## src/logic/aod_pkg.sv

```systemverilog
// Purpose: Shared constants for the overrange detector and its gain-control partner
// Assumes: 12-bit two's complement samples, 32-bit APB data
// Notes: Register offsets are byte addresses, one aligned word each
package aod_pkg;
  localparam int SAMPLE_W = 12;
  localparam int MAG_W = 11;
  localparam int HOLD_SEL_W = 3;
  localparam int HOLD_BASE = 8;
  localparam int HOLD_CNT_W = 11;
  localparam int CAL_CYCLES_DEFAULT = 1024;
  localparam int GAIN_W = 8;

  // Device register map
  localparam logic [7:0] DEV_CTRL_OFS = 8'h00;
  localparam logic [7:0] DEV_LIMIT_OFS = 8'h04;
  localparam logic [7:0] DEV_STATUS_OFS = 8'h08;
  localparam logic [7:0] DEV_IRQ_STAT_OFS = 8'h0C;
  localparam logic [7:0] DEV_IRQ_MASK_OFS = 8'h10;
  localparam int CTRL_SINGLE_BIT = 0;
  localparam int CTRL_HOLD_LSB = 1;
  localparam int CTRL_FG_CAL_BIT = 4;
  localparam int CTRL_BG_CAL_BIT = 5;
  localparam int LIMIT_UPPER_LSB = 0;
  localparam int LIMIT_LOWER_LSB = 16;
  localparam logic [MAG_W-1:0] UPPER_LIMIT_RESET = 11'h0E4;
  localparam logic [MAG_W-1:0] LOWER_LIMIT_RESET = 11'h040;
  localparam int DEV_IRQ_W = 3;
  localparam int DEV_IRQ_UPPER = 0;
  localparam int DEV_IRQ_LOWER = 1;
  localparam int DEV_IRQ_CAL = 2;

  // Gain-controller register map
  localparam logic [7:0] HST_QUIET_OFS = 8'h00;
  localparam logic [7:0] HST_TEMP_DELTA_OFS = 8'h04;
  localparam logic [7:0] HST_STATUS_OFS = 8'h08;
  localparam logic [7:0] HST_IRQ_STAT_OFS = 8'h0C;
  localparam logic [7:0] HST_IRQ_MASK_OFS = 8'h10;
  localparam logic [15:0] QUIET_RESET = 16'hFFFF;
  localparam logic [7:0] TEMP_DELTA_RESET = 8'h00;
  localparam logic [GAIN_W-1:0] GAIN_RESET = 8'h80;
  localparam int HST_IRQ_W = 3;
  localparam int HST_IRQ_UPPER = 0;
  localparam int HST_IRQ_QUIET = 1;
  localparam int HST_IRQ_CAL = 2;
endpackage
```

## src/logic/aod_link_if.sv

```systemverilog
// Purpose: Wires between the overrange detector and the gain-control logic
// Assumes: Both ends run on the same clock
// Notes: Flags are levels; cal_req is a one-cycle pulse
`timescale 1ns/1ps
interface aod_link_if;
  logic chan_a_upper_flag;
  logic chan_a_lower_flag;
  logic chan_b_upper_flag;
  logic chan_b_lower_flag;
  logic single_mode;
  logic cal_busy;
  logic cal_req;

  modport dev (
    output chan_a_upper_flag,
    output chan_a_lower_flag,
    output chan_b_upper_flag,
    output chan_b_lower_flag,
    output single_mode,
    output cal_busy,
    input cal_req
  );

  modport host (
    input chan_a_upper_flag,
    input chan_a_lower_flag,
    input chan_b_upper_flag,
    input chan_b_lower_flag,
    input single_mode,
    input cal_busy,
    output cal_req
  );
endinterface

```

## src/logic/aod_detector.sv

```systemverilog
// Purpose: Two-channel overrange detector with hold timers and calibration control
// Assumes: One converted code per core per enabled clock, APB3 register access
// Notes: In single-channel mode sample_b carries the falling-edge conversion
//
// The implementer's own choices: the APB slave port and the register addresses.
`timescale 1ns/1ps
module aod_detector #(
  parameter int CAL_CYCLES = aod_pkg::CAL_CYCLES_DEFAULT
) (
  input wire logic clk,
  input wire logic rst,
  input wire logic ce,
  input wire logic psel,
  input wire logic penable,
  input wire logic pwrite,
  input wire logic [7:0] paddr,
  input wire logic [31:0] pwdata,
  output logic [31:0] prdata,
  output logic pready,
  output logic pslverr,
  output logic irq,
  input wire logic sample_valid,
  input wire logic signed [aod_pkg::SAMPLE_W-1:0] sample_a,
  input wire logic signed [aod_pkg::SAMPLE_W-1:0] sample_b,
  output logic signed [aod_pkg::SAMPLE_W-1:0] code_a,
  output logic signed [aod_pkg::SAMPLE_W-1:0] code_b,
  output logic code_valid,
  aod_link_if.dev link
);
  typedef enum logic [1:0] {
    AOD_IDLE = 2'b00,
    AOD_FG_CAL = 2'b01
  } aod_cal_t;

  function automatic logic [aod_pkg::MAG_W-1:0] aod_mag(
    input logic signed [aod_pkg::SAMPLE_W-1:0] s
  );
    logic [aod_pkg::SAMPLE_W-1:0] neg;
    neg = 12'h000 - s;
    if (!s[aod_pkg::SAMPLE_W-1])
      aod_mag = s[aod_pkg::MAG_W-1:0];
    else if (s == 12'h800)
      aod_mag = 11'h7FF;
    else
      aod_mag = neg[aod_pkg::MAG_W-1:0];
  endfunction

  function automatic logic [aod_pkg::HOLD_CNT_W-1:0] aod_hold_len(
    input logic [aod_pkg::HOLD_SEL_W-1:0] sel
  );
    logic [aod_pkg::HOLD_CNT_W-1:0] base;
    base = aod_pkg::HOLD_CNT_W'(aod_pkg::HOLD_BASE);
    aod_hold_len = base << sel;
  endfunction

  localparam logic [15:0] CAL_LAST = 16'(CAL_CYCLES - 1);

  logic single_q;
  logic [aod_pkg::HOLD_SEL_W-1:0] hold_sel_q;
  logic bg_cal_q;
  logic [aod_pkg::MAG_W-1:0] upper_limit_q;
  logic [aod_pkg::MAG_W-1:0] lower_limit_q;
  logic [aod_pkg::DEV_IRQ_W-1:0] irq_stat_q;
  logic [aod_pkg::DEV_IRQ_W-1:0] irq_mask_q;
  aod_cal_t cal_q;
  logic [15:0] cal_cnt_q;
  logic [aod_pkg::HOLD_CNT_W-1:0] cnt_q [2][2];
  logic flag_q [2][2];
  logic hit [2][2];
  logic [aod_pkg::MAG_W-1:0] mag [2];
  logic take;
  logic wr_en;
  logic fg_start;
  logic cal_done;
  logic mapped;

  assign wr_en = ce && psel && penable && pwrite;
  assign fg_start = (wr_en && paddr == aod_pkg::DEV_CTRL_OFS && pwdata[aod_pkg::CTRL_FG_CAL_BIT])
    || link.cal_req;
  assign cal_done = cal_q == AOD_FG_CAL && cal_cnt_q == CAL_LAST;
  // Converter offline while foreground calibration runs
  assign take = sample_valid && cal_q != AOD_FG_CAL;
  assign mag[0] = aod_mag(sample_a);
  assign mag[1] = aod_mag(sample_b);

  always_ff @(posedge clk)
  begin
    if (rst)
    begin
      single_q <= 1'b0;
      hold_sel_q <= 3'h0;
      bg_cal_q <= 1'b0;
      upper_limit_q <= aod_pkg::UPPER_LIMIT_RESET;
      lower_limit_q <= aod_pkg::LOWER_LIMIT_RESET;
      irq_mask_q <= 3'h0;
    end
    else if (wr_en)
    begin
      case (paddr)
        aod_pkg::DEV_CTRL_OFS:
        begin
          single_q <= pwdata[aod_pkg::CTRL_SINGLE_BIT];
          hold_sel_q <= pwdata[aod_pkg::CTRL_HOLD_LSB +: aod_pkg::HOLD_SEL_W];
          bg_cal_q <= pwdata[aod_pkg::CTRL_BG_CAL_BIT];
        end
        aod_pkg::DEV_LIMIT_OFS:
        begin
          upper_limit_q <= pwdata[aod_pkg::LIMIT_UPPER_LSB +: aod_pkg::MAG_W];
          lower_limit_q <= pwdata[aod_pkg::LIMIT_LOWER_LSB +: aod_pkg::MAG_W];
        end
        aod_pkg::DEV_IRQ_MASK_OFS: irq_mask_q <= pwdata[aod_pkg::DEV_IRQ_W-1:0];
        default: ;
      endcase
    end
  end

  // Foreground calibration sequencer; background mode never stalls sampling
  always_ff @(posedge clk)
  begin
    if (rst)
    begin
      cal_q <= AOD_IDLE;
      cal_cnt_q <= 16'h0000;
    end
    else if (ce)
    begin
      case (cal_q)
        AOD_IDLE:
        begin
          cal_cnt_q <= 16'h0000;
          if (fg_start)
            cal_q <= AOD_FG_CAL;
        end
        AOD_FG_CAL:
        begin
          cal_cnt_q <= cal_cnt_q + 16'h0001;
          if (cal_done)
            cal_q <= AOD_IDLE;
        end
        default: cal_q <= AOD_IDLE;
      endcase
    end
  end

  // Capture and pass on the two's complement codes
  always_ff @(posedge clk)
  begin
    if (rst)
    begin
      code_a <= 12'h000;
      code_b <= 12'h000;
      code_valid <= 1'b0;
    end
    else if (ce)
    begin
      code_valid <= take;
      if (take)
      begin
        code_a <= sample_a;
        code_b <= sample_b;
      end
    end
  end

  // Index c is the core or channel, t is 0 for upper and 1 for lower limit
  for (genvar c = 0; c < 2; c++)
  begin : g_chan
    // Same limit pair for both channels
    assign hit[c][0] = take && mag[c] >= upper_limit_q;
    assign hit[c][1] = take && mag[c] >= lower_limit_q;
    for (genvar t = 0; t < 2; t++)
    begin : g_thr
      // Restartable hold: flag stays high hold cycles after the last hit
      always_ff @(posedge clk)
      begin
        if (rst)
        begin
          cnt_q[c][t] <= 11'h000;
          flag_q[c][t] <= 1'b0;
        end
        else if (ce)
        begin
          if (hit[c][t])
            cnt_q[c][t] <= aod_hold_len(hold_sel_q);
          else if (cnt_q[c][t] != 11'h000)
            cnt_q[c][t] <= cnt_q[c][t] - 11'h001;
          flag_q[c][t] <= hit[c][t] || cnt_q[c][t] > 11'h001;
        end
      end
    end
  end

  // Each core owns its pair in both modes; the partner merges them in single mode only
  assign link.chan_a_upper_flag = flag_q[0][0];
  assign link.chan_a_lower_flag = flag_q[0][1];
  assign link.chan_b_upper_flag = flag_q[1][0];
  assign link.chan_b_lower_flag = flag_q[1][1];
  assign link.single_mode = single_q;
  assign link.cal_busy = cal_q == AOD_FG_CAL;

  // Sticky events; a new event beats a write-one clear in the same cycle
  always_ff @(posedge clk)
  begin
    if (rst)
      irq_stat_q <= 3'h0;
    else if (ce)
    begin
      if (wr_en && paddr == aod_pkg::DEV_IRQ_STAT_OFS)
        irq_stat_q <= (irq_stat_q & ~pwdata[aod_pkg::DEV_IRQ_W-1:0])
          | {cal_done, hit[0][1] || hit[1][1], hit[0][0] || hit[1][0]};
      else
        irq_stat_q <= irq_stat_q
          | {cal_done, hit[0][1] || hit[1][1], hit[0][0] || hit[1][0]};
    end
  end

  assign irq = |(irq_stat_q & irq_mask_q);

  always_comb
  begin
    mapped = 1'b1;
    prdata = 32'h0000_0000;
    case (paddr)
      aod_pkg::DEV_CTRL_OFS:
        prdata = {26'h0, bg_cal_q, 1'b0, hold_sel_q, single_q};
      aod_pkg::DEV_LIMIT_OFS:
        prdata = {5'h00, lower_limit_q, 5'h00, upper_limit_q};
      aod_pkg::DEV_STATUS_OFS:
        prdata = {26'h0, bg_cal_q, cal_q == AOD_FG_CAL,
          flag_q[1][1], flag_q[1][0], flag_q[0][1], flag_q[0][0]};
      aod_pkg::DEV_IRQ_STAT_OFS: prdata = {29'h0, irq_stat_q};
      aod_pkg::DEV_IRQ_MASK_OFS: prdata = {29'h0, irq_mask_q};
      default: mapped = 1'b0;
    endcase
  end

  // Zero wait states keeps the register path simple; stalls only via ce
  assign pready = ce;
  assign pslverr = psel && penable && !mapped;
endmodule

```

## src/flat_wrapper.sv

```systemverilog
// flat-port wrapper written by rule: the top's interface ports become plain ports
module aod_detector_flat 
#(
  parameter int CAL_CYCLES = aod_pkg::CAL_CYCLES_DEFAULT
)
  (clk, rst, ce, psel, penable, pwrite, paddr, pwdata, prdata, pready, pslverr, irq, sample_valid, sample_a, sample_b, code_a, code_b, code_valid, link_chan_a_upper_flag, link_chan_a_lower_flag, link_chan_b_upper_flag, link_chan_b_lower_flag, link_single_mode, link_cal_busy, link_cal_req);
  aod_link_if link_i ();
  input wire logic clk;
  input wire logic rst;
  input wire logic ce;
  input wire logic psel;
  input wire logic penable;
  input wire logic pwrite;
  input wire logic [7:0] paddr;
  input wire logic [31:0] pwdata;
  output logic [31:0] prdata;
  output logic pready;
  output logic pslverr;
  output logic irq;
  input wire logic sample_valid;
  input wire logic signed [aod_pkg::SAMPLE_W-1:0] sample_a;
  input wire logic signed [aod_pkg::SAMPLE_W-1:0] sample_b;
  output logic signed [aod_pkg::SAMPLE_W-1:0] code_a;
  output logic signed [aod_pkg::SAMPLE_W-1:0] code_b;
  output logic code_valid;
  output wire logic [$bits(link_i.chan_a_upper_flag)-1:0] link_chan_a_upper_flag;
  output wire logic [$bits(link_i.chan_a_lower_flag)-1:0] link_chan_a_lower_flag;
  output wire logic [$bits(link_i.chan_b_upper_flag)-1:0] link_chan_b_upper_flag;
  output wire logic [$bits(link_i.chan_b_lower_flag)-1:0] link_chan_b_lower_flag;
  output wire logic [$bits(link_i.single_mode)-1:0] link_single_mode;
  output wire logic [$bits(link_i.cal_busy)-1:0] link_cal_busy;
  input wire logic [$bits(link_i.cal_req)-1:0] link_cal_req;
  assign link_chan_a_upper_flag = link_i.chan_a_upper_flag;
  assign link_chan_a_lower_flag = link_i.chan_a_lower_flag;
  assign link_chan_b_upper_flag = link_i.chan_b_upper_flag;
  assign link_chan_b_lower_flag = link_i.chan_b_lower_flag;
  assign link_single_mode = link_i.single_mode;
  assign link_cal_busy = link_i.cal_busy;
  assign link_i.cal_req = link_cal_req;
  aod_detector #(.CAL_CYCLES(CAL_CYCLES)) u_core (.clk(clk), .rst(rst), .ce(ce), .psel(psel), .penable(penable), .pwrite(pwrite), .paddr(paddr), .pwdata(pwdata), .prdata(prdata), .pready(pready), .pslverr(pslverr), .irq(irq), .sample_valid(sample_valid), .sample_a(sample_a), .sample_b(sample_b), .code_a(code_a), .code_b(code_b), .code_valid(code_valid), .link(link_i));
endmodule
```

## config.mk

```make
export PLATFORM = sky130hd
export DESIGN_NAME = aod_detector_flat
export DESIGN_NICKNAME = d
export VERILOG_FILES = /design/src/logic/aod_pkg.sv /design/src/logic/aod_link_if.sv /design/src/logic/aod_detector.sv /design/src/flat_wrapper.sv
export SDC_FILE = /design/constraint.sdc
export NUM_CORES = 1
export LEC_CHECK = 0
export BUFFER_PORTS_ARGS = -buffer_cell sky130_fd_sc_hd__buf_2
export CAP_MARGIN = 25
export CORE_MARGIN = 8
export CORE_UTILIZATION = 25
export CTS_CLUSTER_SIZE = 16
export DETAILED_ROUTE_END_ITERATION = 10
export GPL_ROUTABILITY_DRIVEN = 1
export SYNTH_ARGS = -nofsm -noshare
export SYNTH_HDL_FRONTEND = slang
export SYNTH_SLANG_ARGS = --single-unit
```

## constraint.sdc

```tcl
create_clock -name clk -period 5.4 [get_ports clk]
set_input_delay 0.54 -clock clk [delete_from_list [all_inputs] [get_ports clk]]
set_output_delay 0.54 -clock clk [all_outputs]
set_load 0.05 [all_outputs]
```

Word-level counts from Yosys, hierarchy flattened
Memories as Yosys holds them, arrays and structs flattened.
Cells that the tools add are included.
Widths: inputs -> output; s select.
{ "classes": {"add_sub_neg": 7, "magnitude_cmp": 8, "eq_ne": 11, "n_shift": 1, "mux": 64, "n_bitwise": 17, "n_reduce_logical": 37} }
{ "ops": {"columns": ["cell", "count"], "rows": [
  ["$pmux 27 s5", 1],
  ["$mux 11", 12],
  ["$mux 1", 46],
  ["$ge 11x11->1", 4],
  ["$gt 11x1->1 const B", 4],
  ["$reduce_bool 11->1", 4],
  ["$sub 11x1->11 const B", 4],
  ["$pmux 16 s2", 1],
  ["$eq 12x12->1 const B", 2],
  ["$sub 1x11->11 const A", 2],
  ["$add 16x1->16 const B", 1],
  ["$eq 16x10->1 const B", 1],
  ["$eq 8x4->1 const B", 2],
  ["$logic_and 1x1->1", 14],
  ["$or 1x1->1", 12],
  ["$shl 4x3->11 const A", 1],
  ["$reduce_and 2->1", 5],
  ["$eq 8x3->1 const B", 1],
  ["$eq 8x5->1 const B", 1],
  ["$logic_not 8->1", 1],
  ["$logic_or 1x1->1", 7],
  ["$and 3x3->3", 2],
  ["$ne 2x1->1 const B", 3],
  ["$or 3x3->3", 2],
  ["11 further kinds", 12]
]} }
{ "totals": {"regBits": 76, "ramBits": 48, "in_bits": 72, "output_inout_bits": 66, "word_cells": 159, "mem_count": 2} }
{ "mem_list": {"columns": ["memory", "words", "width", "read_ports", "rd_clocked_by_memory_dff", "wr", "line", "text"], "rows": [
  ["u_core.cnt_q", 2, 22, 2, 0, 2, "aod_detector.sv:67", "logic [aod_pkg::HOLD_CNT_W-1:0] cnt_q [2][2];"],
  ["u_core.flag_q", 2, 2, 2, 0, 2, "aod_detector.sv:68", "logic flag_q [2][2];"]
]} }

Longest topological paths before layout
{ "logic_depth": {"ltp_word": 11, "mapped_depth": 15} }

Worst setup path after synthesis
Ideal clock, no wire load.
{ "synth_timing": {"path_kind": "input-to-reg", "from": "in sample_b[0] in the netlist's numbering", "to": "mem u_core.cnt_q[1][11] in the netlist's numbering, enable pin", "arrival_ns": 3.904, "path_slack_ns": 1.102, "path_stages": 13, "cell_sequence": "inv_1 -> ha_1 -> nand4_1 -> or3_1 -> or3b_2 -> clkbuf_1 -> and2_1 -> ha_1 -> nand2b_1 -> a31oi_1 -> o31ai_1 -> nor3_1 -> o21ai_0"} }
{ "synth_lines": {"columns": ["item", "line", "text"], "rows": [
  ["start, declared", "flat_wrapper.sv:22", "input wire logic signed [aod_pkg::SAMPLE_W-1:0] sample_b;"],
  ["end, declared", "aod_detector.sv:67", null]
]} }

==> impl_metrics.json <==
{
  "die_h_um": 191,
  "maxCapViolCount": 0,
  "finalCriticalPeriod_ns": 4.24,
  "via_per_inst": 4.88,
  "clockBufferDepth": 2,
  "skew_ns": 0.0135,
  "critPathTopFamily": "compound AO/OA/AOI/OAI gates",
  "path_max_fanout": 12,
  "finalMaxSlewViolations": 0,
  "tightest_slew_ns": 0.932,
  "synthDistinctLibCells": 63,
  "crit_chain": "buf_2 > nor4_1 > nor4b_1 > nand2_1 > o21ai_0 > a21o_1 > ha_1 > a21o_1 > a21o_1 > a221o_1 > o21a_1 > o31a_1",
  "avgSynthCellArea_um2": 8.51,
  "path_class": "in -> reg",
  "cts_tree": "done",
  "status": "completed",
  "power_density_nw_per_um2": 287,
  "irDropWorstVdd_mv": 0.140,
  "whs_ns": 0.358,
  "critPathBufInv": 1,
  "final_antenna_net_count": 0,
  "critPathCaptureType": "register",
  "place_ws_ns": 0.769,
  "cp_slowest_cell": "nor4b_1",
  "ys.flop_type": "dfxtp_1",
  "grt_util_all_layers_pct": 12.7,
  "async_flop_share_pct": 0,
  "rows": 64,
  "setup_tns_ns": 0,
  "initial_utilization_pct": 25.2,
  "cts-hold-fix-buffers": 0,
  "drive_gt1_share_pct": 17.0,
  "yosysWarnings": 0,
  "period_share_pct": 78.5,
  "nNetsFinal": 1135,
  "dp_hpwl_mm": 17.7,
  "fmaxAchievable_mhz": 236,
  "ys_ff_latch": 123,
  "p_total_uw": 2640,
  "hold_class": "in -> reg",
  "wl_per_cell_um": 16.4,
  "gp_congestion": 0.851,
  "vias": 6914,
  "drc": 0,
  "multi_input_area_um2": 4390,
  "drt_iter0_markers": 415,
  "antenna_found_initial": 2,
  "grt_pass1_wl_mm": 36.8,
  "cts_made_buffers": 17,
  "finalSetupViolations": 0,
  "cts_sinks": 123,
  "synth_area_um2": 7680,
  "fillers": 3206,
  "synth-edff-count": 48,
  "numPortBuffers": 117,
  "postRouteWirelength_mm": 23.2,
  "io-pin-count": 138,
  "grt_overflow_total": 0,
  "postCtsSetupRepairBufs": 0,
  "insertion_delay_ns": 0.42,
  "cp_common_cell": "a21o_1",
  "critPathArrivalTime_ns": 4.35,
  "grt_max_degree": 59,
  "regArea_um2": 2940,
  "rsz0062_at_grt": "no",
  "dr.pass1.iters": 8,
  "utilization_pct": 30.2,
  "cts-resized-gates": 0,
  "grt_pass1_vias": 6736,
  "slew_headroom_pct": 37.4,
  "r2r_start": "u_core.cal_q[0]$_SDFFE_PP0P_",
  "root_buffer": "clkbuf_16",
  "synth-seq-area-share_pct": 38.3,
  "hold_viol": 0,
  "worstPathRequired_ns": 5.51,
  "synthCells": 903,
  "hp-start": "pwdata[6]",
  "startpoint_type": "input pin",
  "slowest_delay_ns": 0.71,
  "num_antenna_cells": 0,
  "dieArea_um2": 36600,
  "die_w_um": 191,
  "htreeDepth": 4,
  "path_clk_slew_ns": 0.06,
  "setup_slack_ns": 1.16,
  "core_area_um2": 30400,
  "p_leak_uw": 0.00362,
  "area_delta_synth_final_pct": 19.8,
  "crit_path_start": "sample_a[2]"
}
## final cells by class
type	instances	area share, %
Multi-Input combinational cell	698	47.7
Sequential cell	123	32.0
Timing Repair Buffer	127	7.40
Tap cell	396	5.39
Clock buffer	20	4.98
Inverter	40	1.63
Clock inverter	12	0.925
## synth_stat cells, drive strengths merged (16+ instances only)
| library cell | n | area (µm²) |
|---|---|---|
| nor2 | 63 | 236 |
| nand3 | 32 | 160 |
| mux2i | 16 | 160 |
| a21oi | 68 | 340 |
| o21ai | 28 | 140 |
| dfxtp | 75 | 1500 |
| inv | 40 | 150 |
| xnor2 | 28 | 245 |
| nand2 | 149 | 559 |
| ha | 56 | 701 |
| clkbuf | 36 | 135 |
| edfxtp | 48 | 1440 |
| xor2 | 28 | 245 |
| nor3 | 45 | 230 |
## final timing paths
| check | endpoint | slack (ns) | depth (start not counted) |
|---|---|---|---|
| max | u_core.cnt_q[0][7]$_DFFE_PP_ | 1.16 | 12 |
| min | u_core.upper_limit_q[6]$_SDFFE_PP1P_ | 0.36 | 3 |
| max reg2reg | u_core.cnt_q[1][20]$_SDFFCE_PN0P_ | 2.79 | 5 |
| min reg2reg | u_core.lower_limit_q[4]$_SDFFE_PP0P_ | 0.45 | 2 |
## cell families after synthesis
| family | after synthesis | synth area share, % |
|---|---|---|
| multiplexers | 21 | 2.82 |
| other | 1 | 0.0488 |
| buffers and inverters | 91 | 5.10 |
| AND/OR/NAND/NOR | 375 | 23.4 |
| XOR/XNOR | 56 | 6.39 |
| AO/OA/AOI/OAI | 180 | 14.8 |
| adder cells (fa/ha/maj) | 56 | 9.12 |
| flip-flops | 123 | 38.3 |
## metrics by stage
stage | area, µm² | instances
after floorplan | 7710 | 912
after global placement | 8630 | 1383
after detailed placement | 8630 | 1383
after CTS | 9170 | 1415
after global routing | 9200 | 1416
final | 9200 | 1416
## report_power, final
part	switching (µW)	internal, µW
clock	452	618
combinational	321	176
sequential	48.7	1030
## registers in the layout, summed over array words and instances, names as in the netlist
name,cells
u_core.cal_q,1
u_core.cal_cnt_q,16
u_core.cnt_q,44
u_core.hold_sel_q,3
u_core.lower_limit_q,11
u_core.code_b,12
u_core.code_valid,1
u_core.irq_mask_q,3
u_core.code_a,12
u_core.bg_cal_q,1
u_core.irq_stat_q,3
u_core.upper_limit_q,11
u_core.link.single_mode,1
u_core.flag_q,4
## worst register-to-register path, cell delays in order, from the launching register on
cell and delay [ns]:
dfxtp_1 0.44, nor2b_1 0.43, o21ai_0 0.16, a21oi_1 0.42, o21a_1 0.51, mux2_2 0.40
## cells in the final DEF, fill, tap and decap left out, drive strengths merged, types with 8 or more instances in the layout
cell type / instances
o32ai: 14
xnor2: 28
edfxtp: 48
nor2: 63
nand3b: 8
xor2: 28
dfxtp: 75
buf: 127
clkbuf: 20
o211ai: 14
nor3: 45
nand2: 149
nand4: 9
o22ai: 8
conb: 10
a21oi: 68
inv: 46
nand2b: 9
o21ai: 28
ha: 56
nand3: 32
a21o: 9
nor4: 11
mux2i: 16
## per-layer routing
| metal | up-vias | part of all wire [%] | GRT usage, % |
|---|---|---|---|
| met5 | - | 0.052 | 0 |
| met1 | 3273 | 47 | 17.1 |
| met3 | 26 | 6.9 | 3.67 |
| met2 | 194 | 44 | 19.7 |
| met4 | 2 | 1.4 | 3.37 |
| li1 | 3419 | - | - |
(Power assumes the default switching activity.)
